**src/include/cpu_ops_pkg.sv**
```systemverilog
// shared constants for the cpu operation datapath
package cpu_ops_pkg;
  // ****************************************
  // widths and address limits
  // ****************************************
  localparam int WORD_W       = 16;
  localparam int REG_W        = 20;
  localparam logic [19:0] SHORT_LIMIT = 20'h0ffff;  // 64KB reach of subroutine ops
  localparam logic [19:0] STACK_STEP  = 20'h00002;
  // status word bit positions
  localparam int FLAG_C = 0;
  localparam int FLAG_Z = 1;
  localparam int FLAG_N = 2;
  localparam int FLAG_V = 8;
  localparam logic [15:0] STATUS_RESET = 16'h0000;
  localparam logic [19:0] SP_RESET     = 20'h00000;
  localparam logic [19:0] IP_RESET     = 20'h00000;
  // addressing mode codes of an operand
  localparam logic [2:0] AM_REG = 3'h0;
  localparam logic [2:0] AM_IDX = 3'h1;
  localparam logic [2:0] AM_SYM = 3'h2;
  localparam logic [2:0] AM_ABS = 3'h3;
  localparam logic [2:0] AM_IND = 3'h4;
  localparam logic [2:0] AM_INC = 3'h5;
  localparam logic [2:0] AM_IMM = 3'h6;

  // ****************************************
  // operation codes
  // ****************************************
  typedef enum logic [4:0] {
    copy_op              = 5'h00,
    sum_op               = 5'h01,
    sum_with_carry_in    = 5'h02,
    difference_op        = 5'h03,
    minus_with_carry_op  = 5'h04,
    compare_op           = 5'h05,
    decimal_sum_op       = 5'h06,
    test_mask_op         = 5'h07,
    clear_mask_op        = 5'h08,
    set_mask_op          = 5'h09,
    exclusive_or_op      = 5'h0a,
    conjunction_op       = 5'h0b,
    rotate_right_thru_carry = 5'h10,
    arith_shift_right    = 5'h11,
    stack_store_op       = 5'h12,
    byte_swap_op         = 5'h13,
    subroutine_jump_op   = 5'h14,
    interrupt_return_op  = 5'h15,
    sign_extend_op       = 5'h16,
    subroutine_return_op = 5'h17
  } op_e;
endpackage

```
**src/rtl/bcd_adder.sv**
```systemverilog
// packed decimal adder, one generate stage per digit
`timescale 1ns/100ps
module bcd_adder #(
  parameter int DIGITS = 4
) (
  // operands
  input  wire logic [4*DIGITS-1:0] a,
  input  wire logic [4*DIGITS-1:0] b,
  input  wire logic                carryIn,
  // result
  output logic      [4*DIGITS-1:0] sum,
  output logic                     carryOut
);
  initial begin
    if (DIGITS < 1) $error("bcd_adder needs at least one digit");
  end

  logic [DIGITS:0] chain;
  assign chain[0] = carryIn;

  // each digit adds binary, then corrects by six above nine
  for (genvar d = 0; d < DIGITS; d++) begin : g_digit
    logic [4:0] raw;
    logic       over;
    assign raw  = {1'b0, a[4*d+:4]} + {1'b0, b[4*d+:4]} + {4'h0, chain[d]};
    assign over = (raw > 5'h09);
    assign sum[4*d+:4] = over ? 4'((raw + 5'h06) & 5'h0f) : raw[3:0];
    assign chain[d+1]  = over;
  end

  assign carryOut = chain[DIGITS];
endmodule // bcd_adder

```
**src/rtl/cpu_op_unit.sv**
```systemverilog
// execution unit for the core two-operand and one-operand operations
`timescale 1ns/100ps
module cpu_op_unit
  import cpu_ops_pkg::*;
#(
  parameter int DATA_W = REG_W
) (
  // clock and reset
  input  wire logic              clk,
  input  wire logic              reset,
  // request
  input  wire logic              start,
  input  wire logic [4:0]        opCode,
  input  wire logic              byteMode,
  input  wire logic [2:0]        srcMode,
  input  wire logic [2:0]        dstMode,
  input  wire logic [19:0]       srcValue,
  input  wire logic [19:0]       dstValue,
  input  wire logic [15:0]       stackReadData,
  // results
  output logic                   done,
  output logic [19:0]            result,
  output logic                   writeDst,
  output logic [1:0]             extraWords,
  output logic [15:0]            statusWord,
  output logic [19:0]            stackPointer,
  output logic [19:0]            instructionPointer,
  output logic                   stackWrite,
  output logic                   stackRead,
  output logic [19:0]            stackAddr,
  output logic [15:0]            stackWriteData
);
  initial begin
    if (DATA_W != REG_W) $error("cpu_op_unit supports only 20-bit registers");
  end

  // ****************************************
  // sequencing
  // ****************************************
  typedef enum logic [1:0] {
    IDLE    = 2'b00,
    POP_SR  = 2'b01,
    POP_IP  = 2'b10,
    POP_RET = 2'b11
  } seq_e;
  seq_e state;

  // ****************************************
  // combinational arithmetic
  // ****************************************
  logic [19:0] a, b, r;
  logic        cIn, cOut, vOut, updFlags, logicCarry, clrV, keepV, store;
  logic [19:0] msbMask, opMask;
  logic [15:0] bcdSum;
  logic        bcdCarry;
  logic [20:0] wide;
  logic        topBit, aTop, bTop;
  logic [19:0] next_result;

  bcd_adder #(.DIGITS(4)) u_bcd (
    .a        (a[15:0]),
    .b        (b[15:0]),
    .carryIn  (statusWord[FLAG_C]),
    .sum      (bcdSum),
    .carryOut (bcdCarry)
  );

  // byte ops narrow operands to low 8 bits, word ops to 16
  always_comb begin
    msbMask = byteMode ? 20'h00080 : 20'h08000;
    // carry out of the operand width must not reach the result or the zero test
    opMask = byteMode ? 20'h000ff : 20'h0ffff;
    a = byteMode ? {12'h000, srcValue[7:0]} : {4'h0, srcValue[15:0]};
    b = byteMode ? {12'h000, dstValue[7:0]} : {4'h0, dstValue[15:0]};
    cIn = statusWord[FLAG_C];
  end

  // one result mux per opcode with its flag policy
  always_comb begin
    wide = 21'h000000;
    r = b;
    cOut = cIn;
    updFlags = 1'b0;
    logicCarry = 1'b0;
    clrV = 1'b0;
    keepV = 1'b0;
    store = 1'b1;
    unique case (opCode)
      copy_op: r = a;
      sum_op, sum_with_carry_in: begin
        wide = {1'b0, a} + {1'b0, b} + {20'h00000, (opCode == sum_with_carry_in) & cIn};
        r = wide[19:0] & opMask;
        updFlags = 1'b1;
      end
      difference_op, minus_with_carry_op, compare_op: begin
        wide = {1'b0, b} + {1'b0, ~a & (byteMode ? 20'h000ff : 20'h0ffff)}
             + {20'h00000, (opCode == minus_with_carry_op) ? cIn : 1'b1};
        r = wide[19:0] & opMask;
        updFlags = 1'b1;
        store = (opCode != compare_op);
      end
      decimal_sum_op: begin
        r = byteMode ? {12'h000, bcdSum[7:0]} : {4'h0, bcdSum};
        updFlags = 1'b1;
      end
      test_mask_op, conjunction_op: begin
        r = a & b;
        updFlags = 1'b1;
        logicCarry = 1'b1;
        clrV = 1'b1;
        store = (opCode == conjunction_op);
      end
      clear_mask_op: r = ~a & b;
      set_mask_op: r = a | b;
      exclusive_or_op: begin
        r = a ^ b;
        updFlags = 1'b1;
        logicCarry = 1'b1;
      end
      rotate_right_thru_carry: begin
        r = (b >> 1) | (cIn ? msbMask : 20'h00000);
        cOut = b[0];
        updFlags = 1'b1;
        clrV = 1'b1;
        keepV = 1'b1;
      end
      arith_shift_right: begin
        r = (b >> 1) | (b & msbMask);
        cOut = b[0];
        updFlags = 1'b1;
        clrV = 1'b1;
        keepV = 1'b1;
      end
      byte_swap_op: r = {4'h0, dstValue[7:0], dstValue[15:8]};
      sign_extend_op: begin
        if (dstMode == AM_REG) r = {{12{dstValue[7]}}, dstValue[7:0]};
        else r = {4'h0, {8{dstValue[7]}}, dstValue[7:0]};
        updFlags = 1'b1;
        logicCarry = 1'b1;
        clrV = 1'b1;
      end
      default: store = 1'b0;
    endcase
  end

  // top bits for the two's complement overflow
  always_comb begin
    topBit = |(r & msbMask);
    aTop = |(a & msbMask);
    bTop = |(b & msbMask);
    vOut = 1'b0;
    if (opCode == sum_op || opCode == sum_with_carry_in)
      vOut = (aTop == bTop) && (topBit != aTop);
    else if (opCode == difference_op || opCode == minus_with_carry_op || opCode == compare_op)
      vOut = (aTop != bTop) && (topBit != bTop);
    else if (opCode == exclusive_or_op)
      vOut = aTop && bTop; // both operands negative
    next_result = r;
  end

  // ****************************************
  // extra word count from addressing modes
  // ****************************************
  function automatic logic needsWord(input logic [2:0] m);
    needsWord = (m == AM_IDX) || (m == AM_SYM) || (m == AM_ABS) || (m == AM_IMM);
  endfunction

  always_ff @(posedge clk) begin
    if (reset) extraWords <= 2'h0;
    else if (start && state == IDLE) begin
      if (opCode < 5'h10) extraWords <= {1'b0, needsWord(srcMode)} + {1'b0, needsWord(dstMode)};
      else if (opCode == interrupt_return_op || opCode == subroutine_return_op) extraWords <= 2'h0;
      else extraWords <= {1'b0, needsWord(dstMode)};
    end
  end

  // ****************************************
  // result, store strobe and done
  // ****************************************
  always_ff @(posedge clk) begin
    if (reset) begin
      result   <= 20'h00000;
      writeDst <= 1'b0;
      done     <= 1'b0;
    end else begin
      writeDst <= 1'b0;
      done     <= 1'b0;
      if (start && state == IDLE && opCode != interrupt_return_op && opCode != subroutine_return_op) begin
        result   <= next_result;
        writeDst <= store;
        done     <= 1'b1;
      end else if (state == POP_IP || state == POP_RET) done <= 1'b1;
    end
  end

  // ****************************************
  // status word; flags from the narrowed top bit
  // ****************************************
  always_ff @(posedge clk) begin
    if (reset) statusWord <= STATUS_RESET;
    else if (state == POP_SR) statusWord <= stackReadData;
    else if (start && state == IDLE && updFlags) begin
      statusWord[FLAG_N] <= topBit;
      statusWord[FLAG_Z] <= (r == 20'h00000);
      if (logicCarry) statusWord[FLAG_C] <= (r != 20'h00000);
      // upper digits are zero in byte mode, so bit 8 holds the byte's decimal carry
      else if (opCode == decimal_sum_op) statusWord[FLAG_C] <= byteMode ? bcdSum[8] : bcdCarry;
      else if (keepV) statusWord[FLAG_C] <= cOut;
      else statusWord[FLAG_C] <= byteMode ? wide[8] : wide[16];
      statusWord[FLAG_V] <= clrV ? 1'b0 : vOut;
    end
  end

  // ****************************************
  // stack and instruction pointer sequencing
  // ****************************************
  always_ff @(posedge clk) begin
    if (reset) begin
      state              <= IDLE;
      stackPointer       <= SP_RESET;
      instructionPointer <= IP_RESET;
      stackWrite         <= 1'b0;
      stackRead          <= 1'b0;
      stackAddr          <= 20'h00000;
      stackWriteData     <= 16'h0000;
    end else begin
      stackWrite <= 1'b0;
      stackRead  <= 1'b0;
      unique case (state)
        IDLE: if (start) begin
          if (opCode == stack_store_op) begin
            stackPointer   <= stackPointer - STACK_STEP;
            stackAddr      <= stackPointer - STACK_STEP;
            stackWriteData <= byteMode ? {8'h00, srcValue[7:0]} : srcValue[15:0];
            stackWrite     <= 1'b1;
          end else if (opCode == subroutine_jump_op) begin
            stackPointer       <= stackPointer - STACK_STEP;
            stackAddr          <= stackPointer - STACK_STEP;
            stackWriteData     <= instructionPointer[15:0];
            stackWrite         <= 1'b1;
            instructionPointer <= dstValue & SHORT_LIMIT;
          end else if (opCode == interrupt_return_op) begin
            stackAddr <= stackPointer;
            stackRead <= 1'b1;
            state     <= POP_SR;
          end else if (opCode == subroutine_return_op) begin
            stackAddr <= stackPointer;
            stackRead <= 1'b1;
            state     <= POP_RET;
          end
        end
        POP_SR: begin
          stackPointer <= stackPointer + STACK_STEP;
          stackAddr    <= stackPointer + STACK_STEP;
          stackRead    <= 1'b1;
          state        <= POP_IP;
        end
        POP_IP: begin
          instructionPointer <= {4'h0, stackReadData};
          stackPointer       <= stackPointer + STACK_STEP;
          state              <= IDLE;
        end
        POP_RET: begin
          instructionPointer <= {4'h0, stackReadData} & SHORT_LIMIT;
          stackPointer       <= stackPointer + STACK_STEP;
          state              <= IDLE;
        end
      endcase
    end
  end

  // ****************************************
  // checks
  // ****************************************
  a_copy_flags: assert property (@(posedge clk) disable iff (reset)
    (start && state == IDLE && opCode == copy_op) |=> $stable(statusWord))
    else $error("copy changed flags");
  a_sum_value: assert property (@(posedge clk) disable iff (reset)
    (start && state == IDLE && opCode == sum_op && !byteMode) |=>
    result[15:0] == 16'($past(srcValue[15:0]) + $past(dstValue[15:0])))
    else $error("sum result wrong");
  a_cmp_nostore: assert property (@(posedge clk) disable iff (reset)
    (start && state == IDLE && (opCode == compare_op || opCode == test_mask_op)) |=> !writeDst)
    else $error("compare stored");
  a_and_carry: assert property (@(posedge clk) disable iff (reset)
    (start && state == IDLE && opCode == conjunction_op) |=>
    statusWord[FLAG_C] == !statusWord[FLAG_Z] && !statusWord[FLAG_V])
    else $error("and flags wrong");
  a_mask_flags: assert property (@(posedge clk) disable iff (reset)
    (start && state == IDLE && (opCode == clear_mask_op || opCode == set_mask_op)) |=> $stable(statusWord))
    else $error("mask op changed flags");
  a_push_sp: assert property (@(posedge clk) disable iff (reset)
    (start && state == IDLE && opCode == stack_store_op) |=>
    stackWrite && stackPointer == $past(stackPointer) - STACK_STEP && stackAddr == stackPointer)
    else $error("push stack wrong");
  a_swap_value: assert property (@(posedge clk) disable iff (reset)
    (start && state == IDLE && opCode == byte_swap_op) |=>
    result[15:0] == {$past(dstValue[7:0]), $past(dstValue[15:8])})
    else $error("swap wrong");
  a_interrupt_return_op_sp: assert property (@(posedge clk) disable iff (reset)
    (start && state == IDLE && opCode == interrupt_return_op) |=>
    ##2 stackPointer == $past(stackPointer, 3) + 20'h00004)
    else $error("interrupt return stack wrong");
  a_short_ip: assert property (@(posedge clk) disable iff (reset)
    (start && state == IDLE && opCode == subroutine_jump_op) |=> instructionPointer <= SHORT_LIMIT)
    else $error("call beyond 64KB");
  a_xor_carry: assert property (@(posedge clk) disable iff (reset)
    (start && state == IDLE && opCode == exclusive_or_op) |=> statusWord[FLAG_C] == !statusWord[FLAG_Z])
    else $error("xor carry wrong");
  a_interrupt_return_op_done: assert property (@(posedge clk) disable iff (reset)
    (start && state == IDLE && opCode == interrupt_return_op) |=> !done ##1 !done ##1 done)
    else $error("interrupt return done late");
  c_sum: cover property (@(posedge clk) start && state == IDLE && opCode == sum_op);
  c_interrupt_return_op: cover property (@(posedge clk) state == POP_IP);
  c_push: cover property (@(posedge clk) stackWrite);
  c_ret: cover property (@(posedge clk) state == POP_RET);
  c_byte: cover property (@(posedge clk) start && state == IDLE && byteMode);
endmodule // cpu_op_unit

```
**config.mk**
```make
export PLATFORM = sky130hd
export DESIGN_NAME = cpu_op_unit
export DESIGN_NICKNAME = d
export VERILOG_FILES = /design/src/include/cpu_ops_pkg.sv /design/src/rtl/bcd_adder.sv /design/src/rtl/cpu_op_unit.sv
export SDC_FILE = /design/constraint.sdc
export NUM_CORES = 1
export LEC_CHECK = 0
export BUFFER_PORTS_ARGS = -buffer_cell sky130_fd_sc_hd__buf_4
export CORE_MARGIN = 4
export CORE_UTILIZATION = 45
export DETAILED_ROUTE_END_ITERATION = 10
export PLACE_DENSITY_LB_ADDON = 0.1
export SYNTH_ARGS = -nofsm -noshare
export SYNTH_HDL_FRONTEND = slang
export SYNTH_SLANG_ARGS = --single-unit
```
**constraint.sdc**
```tcl
create_clock -name clk -period 23.3 [get_ports clk]
set_input_delay 2.33 -clock clk [delete_from_list [all_inputs] [get_ports clk]]
set_output_delay 2.33 -clock clk [all_outputs]
set_load 0.01 [all_outputs]
```
==> results of run 1 <==
-- layout make-up --
| class | count | share of cell area [%] |
|---|---|---|
| inverters | 66 | 2.11 |
| clock buffers | 9 | 1.92 |
| well taps | 280 | 2.98 |
| multi-input cells | 1133 | 60.9 |
| flip-flops and latches | 111 | 18.9 |
| clock inverters | 7 | 0.926 |
| repair buffers | 193 | 12.3 |
-- power by group --
part | internal [uW] | switching (uW) | total, uW
combinational | 71.7 | 119 | 191
clock | 97.0 | 80.0 | 177
sequential | 195 | 5.24 | 200
-- critical path: cells and delay by family --
kind,cells,cell delay (ns)
fa+ha+maj,10,3.89
xor+xnor,2,0.48
buf+inv,6,0.61
simple gates,9,1.42
mux,1,0.32
compound gates,9,1.91
-- cell usage in the layout, fill, tap and decap left out, drive strengths merged, types with 19 or more instances in the layout --
master / count
a211oi: 53
a21oi: 126
a22oi: 19
a31oi: 20
buf: 193
dfxtp: 111
ha: 54
inv: 69
mux2i: 22
nand2: 152
nand2b: 23
nand3: 31
nor2: 193
nor3: 50
o21ai: 58
xnor2: 32
xor2: 28
-- flip-flops by register name (all words and copies together) (netlist names) --
name                count
state                   2
instructionPointer     16
extraWords              2
stackRead               1
stackPointer           19
stackWriteData         16
writeDst                1
stackWrite              1
stackAddr              19
statusWord             16
done                    1
result                 17
-- per-layer routing --
metal | wire (microns) | global-route usage (%) | up-vias
li1 | - | - | 5256
met1 | 17200 | 43.2 | 5202
met2 | 17600 | 47.5 | 567
met3 | 3720 | 6.76 | 83
met4 | 1450 | 10.1 | 0
met5 | 0 | 0 | -
-- cell usage after synthesis, types with 6 or more instances --
library cell | n | share of area (%)
o31ai_1 | 6 | 0.45
or3_1 | 8 | 0.50
o211ai_1 | 9 | 0.67
xnor2_1 | 32 | 2.8
a221o_1 | 7 | 0.70
nand3_1 | 30 | 1.5
nor2b_1 | 15 | 0.93
nor4_1 | 8 | 0.50
nand2b_1 | 23 | 1.4
or2_2 | 9 | 0.56
a21o_1 | 12 | 0.90
dfxtp_1 | 111 | 22
o21a_1 | 9 | 0.67
o311ai_0 | 6 | 0.52
nand3b_1 | 9 | 0.67
a2bb2oi_1 | 6 | 0.52
mux2i_1 | 22 | 2.2
xor2_1 | 28 | 2.4
inv_1 | 65 | 2.4
a22oi_1 | 19 | 1.4
nand2_1 | 152 | 5.7
ha_1 | 54 | 6.7
a21oi_1 | 125 | 6.2
o22ai_1 | 16 | 0.99
and2_1 | 8 | 0.50
fa_1 | 12 | 2.4
nor3_1 | 47 | 2.3
clkbuf_1 | 74 | 2.8
buf_2 | 17 | 0.85
o221ai_1 | 6 | 0.52
o21ai_0 | 56 | 2.8
buf_4 | 12 | 0.90
a211oi_1 | 53 | 4.0
and3_1 | 12 | 0.75
nand4_1 | 13 | 0.81
a31oi_1 | 20 | 1.2
nor2_1 | 192 | 7.2
a221oi_1 | 10 | 0.87
-- final timing paths --
| kind | start | endpoint | slack (ns) | depth (start not counted) |
|---|---|---|---|---|
| max | dstValue[0] | statusWord[0]$_SDFFE_PP0P_ | 12.55 | 37 |
| min | stackAddr[12]$_SDFFE_PP0P_ | stackAddr[12]$_SDFFE_PP0P_ | 0.46 | 2 |
| max reg2reg | statusWord[0]$_SDFFE_PP0P_ | statusWord[0]$_SDFFE_PP0P_ | 14.20 | 36 |
| min reg2reg | stackAddr[12]$_SDFFE_PP0P_ | stackAddr[12]$_SDFFE_PP0P_ | 0.46 | 2 |
-- cell families after synthesis --
family | count (synthesis)
AOI/OAI and AO/OA | 418
xor gates and xnor gates | 60
adders and majority gates | 66
buffers and inverters | 174
DFF | 111
muxes | 25
other | 1
and+or+nand+nor | 558
-- metrics by stage --
step           utilization [%]  worst slack, ns
2_1_floorplan                -            13.70
3_3_place_gp              52.2            12.40
3_5_place_dp              52.2            12.23
4_1_cts                   53.7            12.60
5_1_grt                   53.7            11.97
6_report                  53.7            12.55
==> metrics.cfg, run 1 <==
[power]
leakage_uw = 0.00492
power_density_mw_per_mm2 = 48.3
power_uw = 568
peakVddDrop_mv = 0.0319

[detailed_routing]
drtPass1Iterations = 6
avgRoutedWirePerCell_microns = 22.3
drt.antenna.violating_nets = 0
wl_mm = 40.0
vias = 11100
drt-initial-drc-count = 1185
vias_per_cell = 6.17
drc_errors = 0

[worst_setup_path]
crit_fanout = 9
cp-start-kind = primary input
critPathMaxStageDelay_ns = 0.50
crit_slowest_cell = fa_1
setup.worst_path.end_class = flop
cpMostUsedCell = fa_1
arrival_ns = 10.99
required_ns = 23.53
critPathKind = in2reg

[clocking]
clockBufferDepth = 2
tritoncts = done
cts_setup_buffers = 0
worstSkewPairLatency_ns = 0.36
numCtsBuffers = 9
cts_resized = 0
htree_levels = 3
clk_pin_slew_ns = 0.09
clockRootBuffer = clkbuf_16
cts.sinks = 111
hold_buffers = 0

[placed_design]
routabilityCongestion = 1.01
placedCellCount = 1783
io_buffers = 174
placed_area_sq_mm = 0.0114
dp_hpwl_mm = 30.4

[yosys]
ys_types = 82
synthAdderAreaFrac_pct = 9.10
synth_compound_area_share_pct = 27.5
yosysWarnings = 0
synthXorXnorAreaFrac_pct = 5.22
postSynthCellCount = 1413
avgSynthCellArea_sq_um = 7.12
synth_ff_type = dfxtp_1
synth_mux_area_share_pct = 2.52
synth_top_family_by_area = compound AO/OA/AOI/OAI gates
synth_area_sq_mm = 0.0101
synth-edff-count = 0
seq_area_frac_synth_pct = 22.1
synth-simple-area-share_pct = 26.3
ys_seq_elements = 111
async_flop_share_pct = 0

[global_routing]
grt_pass1_vias = 10100
antenna_found_initial = 0
grt_pass1_wl_mm = 59.7
grtUsageTotal_pct = 30.9
grt_max_degree = 91
grt-ovfl-total = 0

[layout]
final_area_sq_mm = 0.0118
antennaDiodeCount = 0
instances_no_fill = 1799
finalNetCount = 1651
area_delta_synth_final_pct = 16.8
drive_above_1_share_pct = 16.3
regArea_sq_mm = 0.00222
multi_input_area_sq_mm = 0.00716
fillers = 2251

[sta]
hold_viol = 0
period_needed_ns = 10.75
fin_hold_ws_ns = 0.455
slew_viol_final = 0
fmax_mhz = 93.0
setup_viol_count_final = 0
rsz0062_at_grt = no
slew_headroom_pct = 12.8
tns_ns = 0
clock_skew_ns = 0.0143
fin_crit_sh_pct = 46.2
tightest_slew_ns = 1.29

[floorplanning]
pin_count = 189
dieArea_sq_mm = 0.0248
die_h_microns = 158
initial_core_util_pct = 46.0
rows = 54
coreArea_sq_mm = 0.0219
die_width_microns = 158

[worst_hold_path]
min_path_type = reg2reg

[run_status]
status = finished clean

[job]
cap_violations = 0

Note: power is estimated with default switching activity, not from simulation.
==> run 2: changes to the inputs <==
clock period = 10.7 ns   (was 23.3 ns; I/O delays follow)
==> run 2 against run 1 <==
  * Register-to-register slack worse by 12 ns
  * Sequential cell count unchanged
  * Sequential share of layout area up 0.12 points
  * Highest routed layer unchanged
  * Critical path type unchanged
  * Critical path depth unchanged
  * First-iteration DRC count up 1.7%
  * Setup slack worse by 11 ns
  * Combinational power up 120%
  * Sequential power up 120%
  * Cell count down 0.22%
  * Cell area down 0.65%
==> metrics.cfg, run 2 (synthesized netlist as in run 1, its figures left out) <==
[global_routing]
grt-ovfl-total = 0  ; unchanged
antenna_found_initial = 1  ; +1
grt_max_degree = 95  ; +4.4%
grt_pass1_vias = 10200  ; +1.3%
grtUsageTotal_pct = 31.3  ; +0.32 points
grt_pass1_wl_mm = 60.5  ; +1.3%

[detailed_routing]
drc_errors = 0  ; unchanged
vias_per_cell = 6.16  ; -0.30%
vias = 11100  ; -0.52%
drt-initial-drc-count = 1205  ; +1.7%
wl_mm = 40.1  ; about the same
drt.antenna.violating_nets = 0  ; unchanged
avgRoutedWirePerCell_microns = 22.3  ; +0.28%
drtPass1Iterations = 5  ; -1

[power]
clock_power_share_pct = 28.7  ; -2.5 points
p_seq_share_pct = 36.6  ; +1.3 points
sw_frac_of_total_pct = 37.5  ; +1.5 points
leakage_uw = 0.00488  ; -0.96%
switching_power_uw = 447  ; +120%
power_density_mw_per_mm2 = 102  ; +110%
p_int_uw = 746  ; +100%
peakVddDrop_mv = 0.0728  ; +130%
pwr-share-comb_pct = 34.7  ; +1.1 points

[layout]
instances_no_fill = 1795  ; -0.22%
reg_top3 = stackAddr (19), stackPointer (19), result (17)
area_delta_synth_final_pct = 16.1
drive_above_1_share_pct = 15.9  ; -0.34 points
fillers = 2245  ; -0.27%
finalNetCount = 1646  ; -0.30%
final_area_sq_mm = 0.0117  ; -0.65%
final_cell_mix = nor2_1, buf_4, nand2_1, a21oi_1, dfxtp_1
utilization_pct = 53.4  ; -0.35 points
regArea_sq_mm = 0.00222  ; unchanged
final_common_cell = nor2_1
multi_input_area_sq_mm = 0.00715  ; about the same

[placed_design]
io_buffers = 174  ; unchanged
placedCellCount = 1778  ; -0.28%
routabilityCongestion = 0.999  ; -1.5%
placed_area_sq_mm = 0.0114  ; -0.37%
dp_hpwl_mm = 30.3  ; -0.33%

[job]
cap_violations = 0  ; unchanged

[sta]
clock_skew_ns = 0.0158  ; +0.00156 ns
hold_viol = 0  ; unchanged
fin_hold_ws_ns = 0.453  ; -0.00231 ns
period_needed_ns = 9.35
slew_viol_final = 0  ; unchanged
tightest_slew_ns = 1.37  ; +0.0792 ns
setup_viol_count_final = 0  ; unchanged
slew_headroom_pct = 7.40  ; -5.4 points
tns_ns = 0  ; unchanged
rsz0062_at_grt = no
fmax_mhz = 107
fin_crit_sh_pct = 87.4

[clocking]
worstSkewPairLatency_ns = 0.37  ; about the same
cts_resized = 0  ; unchanged
clk_pin_slew_ns = 0.09  ; about the same
tritoncts = done
hold_buffers = 0  ; unchanged
htree_levels = 3  ; unchanged
cts_setup_buffers = 0  ; unchanged
cts.sinks = 111  ; unchanged
clockBufferDepth = 2  ; unchanged
clockRootBuffer = clkbuf_16
numCtsBuffers = 9  ; unchanged

[worst_setup_path]
cp-start-kind = primary input
setup.worst_path.end_class = flop
arrival_ns = 9.60  ; -1.39 ns
required_ns = 10.94  ; -12.59 ns
cp_top_family = adder cells
critPathKind = in2reg
crit_slowest_cell = fa_1
critPathMaxStageDelay_ns = 0.57  ; +0.07 ns
cpMostUsedCell = fa_1
crit_fanout = 9  ; unchanged
crit_buf_inv = 7  ; +1

[floorplanning]
dieArea_sq_mm = 0.0248  ; unchanged
pin_count = 189  ; unchanged
die_width_microns = 158  ; unchanged
initial_core_util_pct = 46.0  ; unchanged
rows = 54  ; unchanged
die_h_microns = 158  ; unchanged
coreArea_sq_mm = 0.0219  ; unchanged

[run_status]
status = finished clean

[worst_hold_path]
min_path_type = reg2reg

==> run 2: path summary, 6_finish.rpt <==
kind                                                 start                         end  slack [ns]  cells past startpoint
worst min-delay path             stackAddr[1]$_SDFFE_PP0P_   stackAddr[1]$_SDFFE_PP0P_        0.45                      2
worst max register to register  statusWord[0]$_SDFFE_PP0P_  statusWord[0]$_SDFFE_PP0P_        1.74                     36
worst max-delay path                           dstValue[0]  statusWord[0]$_SDFFE_PP0P_        1.35                     37
worst min register to register   stackAddr[1]$_SDFFE_PP0P_   stackAddr[1]$_SDFFE_PP0P_        0.45                      2
==> run 2: per-layer routing <==
layer	track usage, %	part of all wire, %
met1	42.9	43
met2	48.9	45
met5	0	0
met4	9.46	2.9
met3	7.40	9.6
==> run 2: worst register-to-register path, delay by kind of cell (launching register included) <==
kind	cells	cell delay, ns
xor gates and xnor gates	1	0.27
adders and majority gates	10	4.01
DFF	1	0.46
buffers and inverters	6	0.47
and+or+nand+nor	9	1.40
AOI/OAI and AO/OA	9	1.90
muxes	1	0.32
==> run 2: layout make-up <==
class | instances | share of cell area (%)
Clock buffer | 9 | 1.93
Multi-Input combinational cell | 1133 | 61.2
Sequential cell | 111 | 19.0
Inverter | 66 | 2.12
Timing Repair Buffer | 188 | 12.1
Tap cell | 280 | 3.00
Clock inverter | 7 | 0.621
Antenna cell | 1 | 0.0214
==> run 2: power by group through the flow <==
stage               combinational [uW]  sequential (uW)  clock (uW)
floorplan                          264              448           0
global placement                   399              446           0
detailed placement                 403              446           0
CTS                                404              437         351
global route                       448              439         368
finish                             413              437         342
==> run 2: per-stage QoR <==
stage,setup WS [ns],power [uW]
finish,1.35,1190
global route,0.805,1250
CTS,1.42,1190
detailed placement,1.03,849
global placement,1.25,845
floorplan,2.36,712
==> run 3: changes to the inputs <==
--- a/config.mk
+++ b/config.mk
@@ -12,2 +12,3 @@
 export PLACE_DENSITY_LB_ADDON = 0.1
+export REMOVE_ABC_BUFFERS = 1
 export SYNTH_ARGS = -nofsm -noshare
==> constraint.sdc (replaced) <==
create_clock -name clk -period 10.7 [get_ports clk]
set_input_delay 1.605 -clock clk [delete_from_list [all_inputs] [get_ports clk]]
set_output_delay 1.605 -clock clk [all_outputs]
set_load 0.01 [all_outputs]
==> run 3 against run 2 <==
  * Utilization up 0.10 points
  * Combinational power is essentially flat
  * Largest power group unchanged
  * Largest cell class unchanged
  * Worst hold slack improved by 0.0018 ns
==> metrics.cfg, run 3 (synthesized netlist as in run 1, its figures left out) <==
[global_routing]
grt_pass1_wl_mm = 59.7  ; -1.3%
grt_pass1_vias = 10300  ; +0.82%
grt-ovfl-total = 0  ; unchanged
antenna_found_initial = 0  ; -1
grtUsageTotal_pct = 30.7  ; -0.54 points
grt_max_degree = 67  ; -29%

[worst_setup_path]
crit_fanout = 9  ; unchanged
setup.worst_path.end_class = flop
critPathMaxStageDelay_ns = 0.49  ; -0.08 ns
crit-reg2reg-launch = statusWord[0]$_SDFFE_PP0P_
arrival_ns = 10.15  ; +0.55 ns
required_ns = 10.94  ; about the same
cp-startpoint = dstValue[0]
cp-start-kind = primary input
r2r_cells = 36  ; unchanged
cpMostUsedCell = fa_1
crit_slowest_cell = fa_1
critPathKind = in2reg

[clocking]
cts_resized = 0  ; unchanged
htree_levels = 3  ; unchanged
clockRootBuffer = clkbuf_16
numCtsBuffers = 9  ; unchanged
clockBufferDepth = 2  ; unchanged
clk_pin_slew_ns = 0.08  ; about the same
worstSkewPairLatency_ns = 0.37  ; about the same
cts_setup_buffers = 0  ; unchanged
cts.sinks = 111  ; unchanged
tritoncts = done
hold_buffers = 0  ; unchanged

[floorplanning]
pin_count = 189  ; unchanged
rows = 54  ; unchanged
die_width_microns = 158  ; unchanged
initial_core_util_pct = 46.0  ; unchanged
die_h_microns = 158  ; unchanged
coreArea_sq_mm = 0.0219  ; unchanged
dieArea_sq_mm = 0.0248  ; unchanged

[sta]
clock_skew_ns = 0.0143  ; -0.00152 ns
fin_crit_sh_pct = 92.6  ; +5.2 points
tns_ns = 0  ; unchanged
slew_headroom_pct = 29.3  ; +22 points
rsz0062_at_grt = no
setup_viol_count_final = 0  ; unchanged
tightest_slew_ns = 1.05  ; -0.317 ns
fmax_mhz = 101  ; -5.6%
hold_viol = 0  ; unchanged
slew_viol_final = 0  ; unchanged
period_needed_ns = 9.91  ; +0.554 ns

[detailed_routing]
vias = 11200  ; +1.4%
wl_met3_mm = 4.41  ; +15%
drt-initial-drc-count = 1321  ; +9.6%
top_layer_used = met4
wl_met1_mm = 16.6  ; -3.7%
met2WireLength_mm = 17.2  ; -3.8%
avgRoutedWirePerCell_microns = 22.0  ; -1.5%
drt.antenna.violating_nets = 0  ; unchanged
drc_errors = 0  ; unchanged
drtPass1Iterations = 7  ; +2
vias_per_cell = 6.24  ; +1.4%
wl_mm = 39.5  ; -1.5%

[placed_design]
dp_hpwl_mm = 29.9  ; -1.4%
routabilityCongestion = 1.00  ; +0.38%
io_buffers = 174  ; unchanged

[run_status]
status = finished clean

[worst_hold_path]
min_path_type = reg2reg
hold_path_depth = 2  ; unchanged
hp-start = stackAddr[16]$_SDFFE_PP0P_

[layout]
antennaDiodeCount = 0  ; -1
area_delta_synth_final_pct = 16.3
final_cell_mix = nor2_1, buf_4, nand2_1, a21oi_1, dfxtp_1
drive_above_1_share_pct = 16.0  ; +0.12 points
finalNetCount = 1647  ; +0.061%
reg_top3 = stackAddr (19), stackPointer (19), result (17)
final_common_cell = nor2_1

[power]
peakVddDrop_mv = 0.0776  ; +6.5%
power_density_mw_per_mm2 = 103  ; +0.95%
power_uw = 1210  ; +1.1%
leakage_uw = 0.00489  ; +0.24%

[job]
cap_violations = 0  ; unchanged

==> run 3: cell count changes in the layout (fill, tap and decap cells not counted), sizes merged <==
cell      delta
buf          +1
inv          +1
diode        -1
clkinvlp     -1
==> run 3: power by group <==
group | internal (uW) | switching [uW]
Sequential | 425 | 11.6
Clock | 170 | 189
Combinational | 155 | 256
Total | 750 | 456
==> run 3: final timing paths <==
kind | endpoint | slack [ns]
hold reg to reg | stackAddr[16]$_SDFFE_PP0P_ | 0.45
hold / removal | stackAddr[16]$_SDFFE_PP0P_ | 0.45
setup reg to reg | statusWord[0]$_SDFFE_PP0P_ | 1.67
setup / recovery | statusWord[0]$_SDFFE_PP0P_ | 0.79
==> run 3: critical path, delay by kind of cell <==
family / cells / cell delay (ns)
AO/OA/AOI/OAI: 9 / 1.80
adder cells (fa/ha/maj): 10 / 3.78
XOR/XNOR: 2 / 0.50
buffers and inverters: 6 / 0.56
AND/OR/NAND/NOR: 9 / 1.58
multiplexers: 1 / 0.30
==> run 3: area by class of cell <==
class	count	area [sq um]
Clock buffer	9	225
Sequential cell	111	2220
Multi-Input combinational cell	1133	7150
Timing Repair Buffer	189	1420
Tap cell	280	350
Fill cell	2257	10200
Clock inverter	7	86.3
Inverter	66	248
==> run 3: routing by layer <==
layer / track usage [%] / up-vias
met3: 6.41 / 105
met2: 47.6 / 624
met5: 0 / -
met1: 42.9 / 5227
met4: 9.55 / 0
li1: - / 5253
==> run 3: per-stage QoR <==
stage | utilization (%) | std cells | instance area, sq um | hold slack (ns) | worst slack (ns)
global route | 53.5 | 1795 | 11700 | 0.475 | 0.318
detailed placement | 52.0 | 1779 | 11400 | 0.445 | 0.573
finish | 53.5 | 1795 | 11700 | 0.455 | 0.792
floorplan | - | 1310 | 9610 | 0.470 | 1.82
CTS | 53.5 | 1795 | 11700 | 0.457 | 0.972
global placement | 52.0 | 1779 | 11400 | 0.440 | 0.713
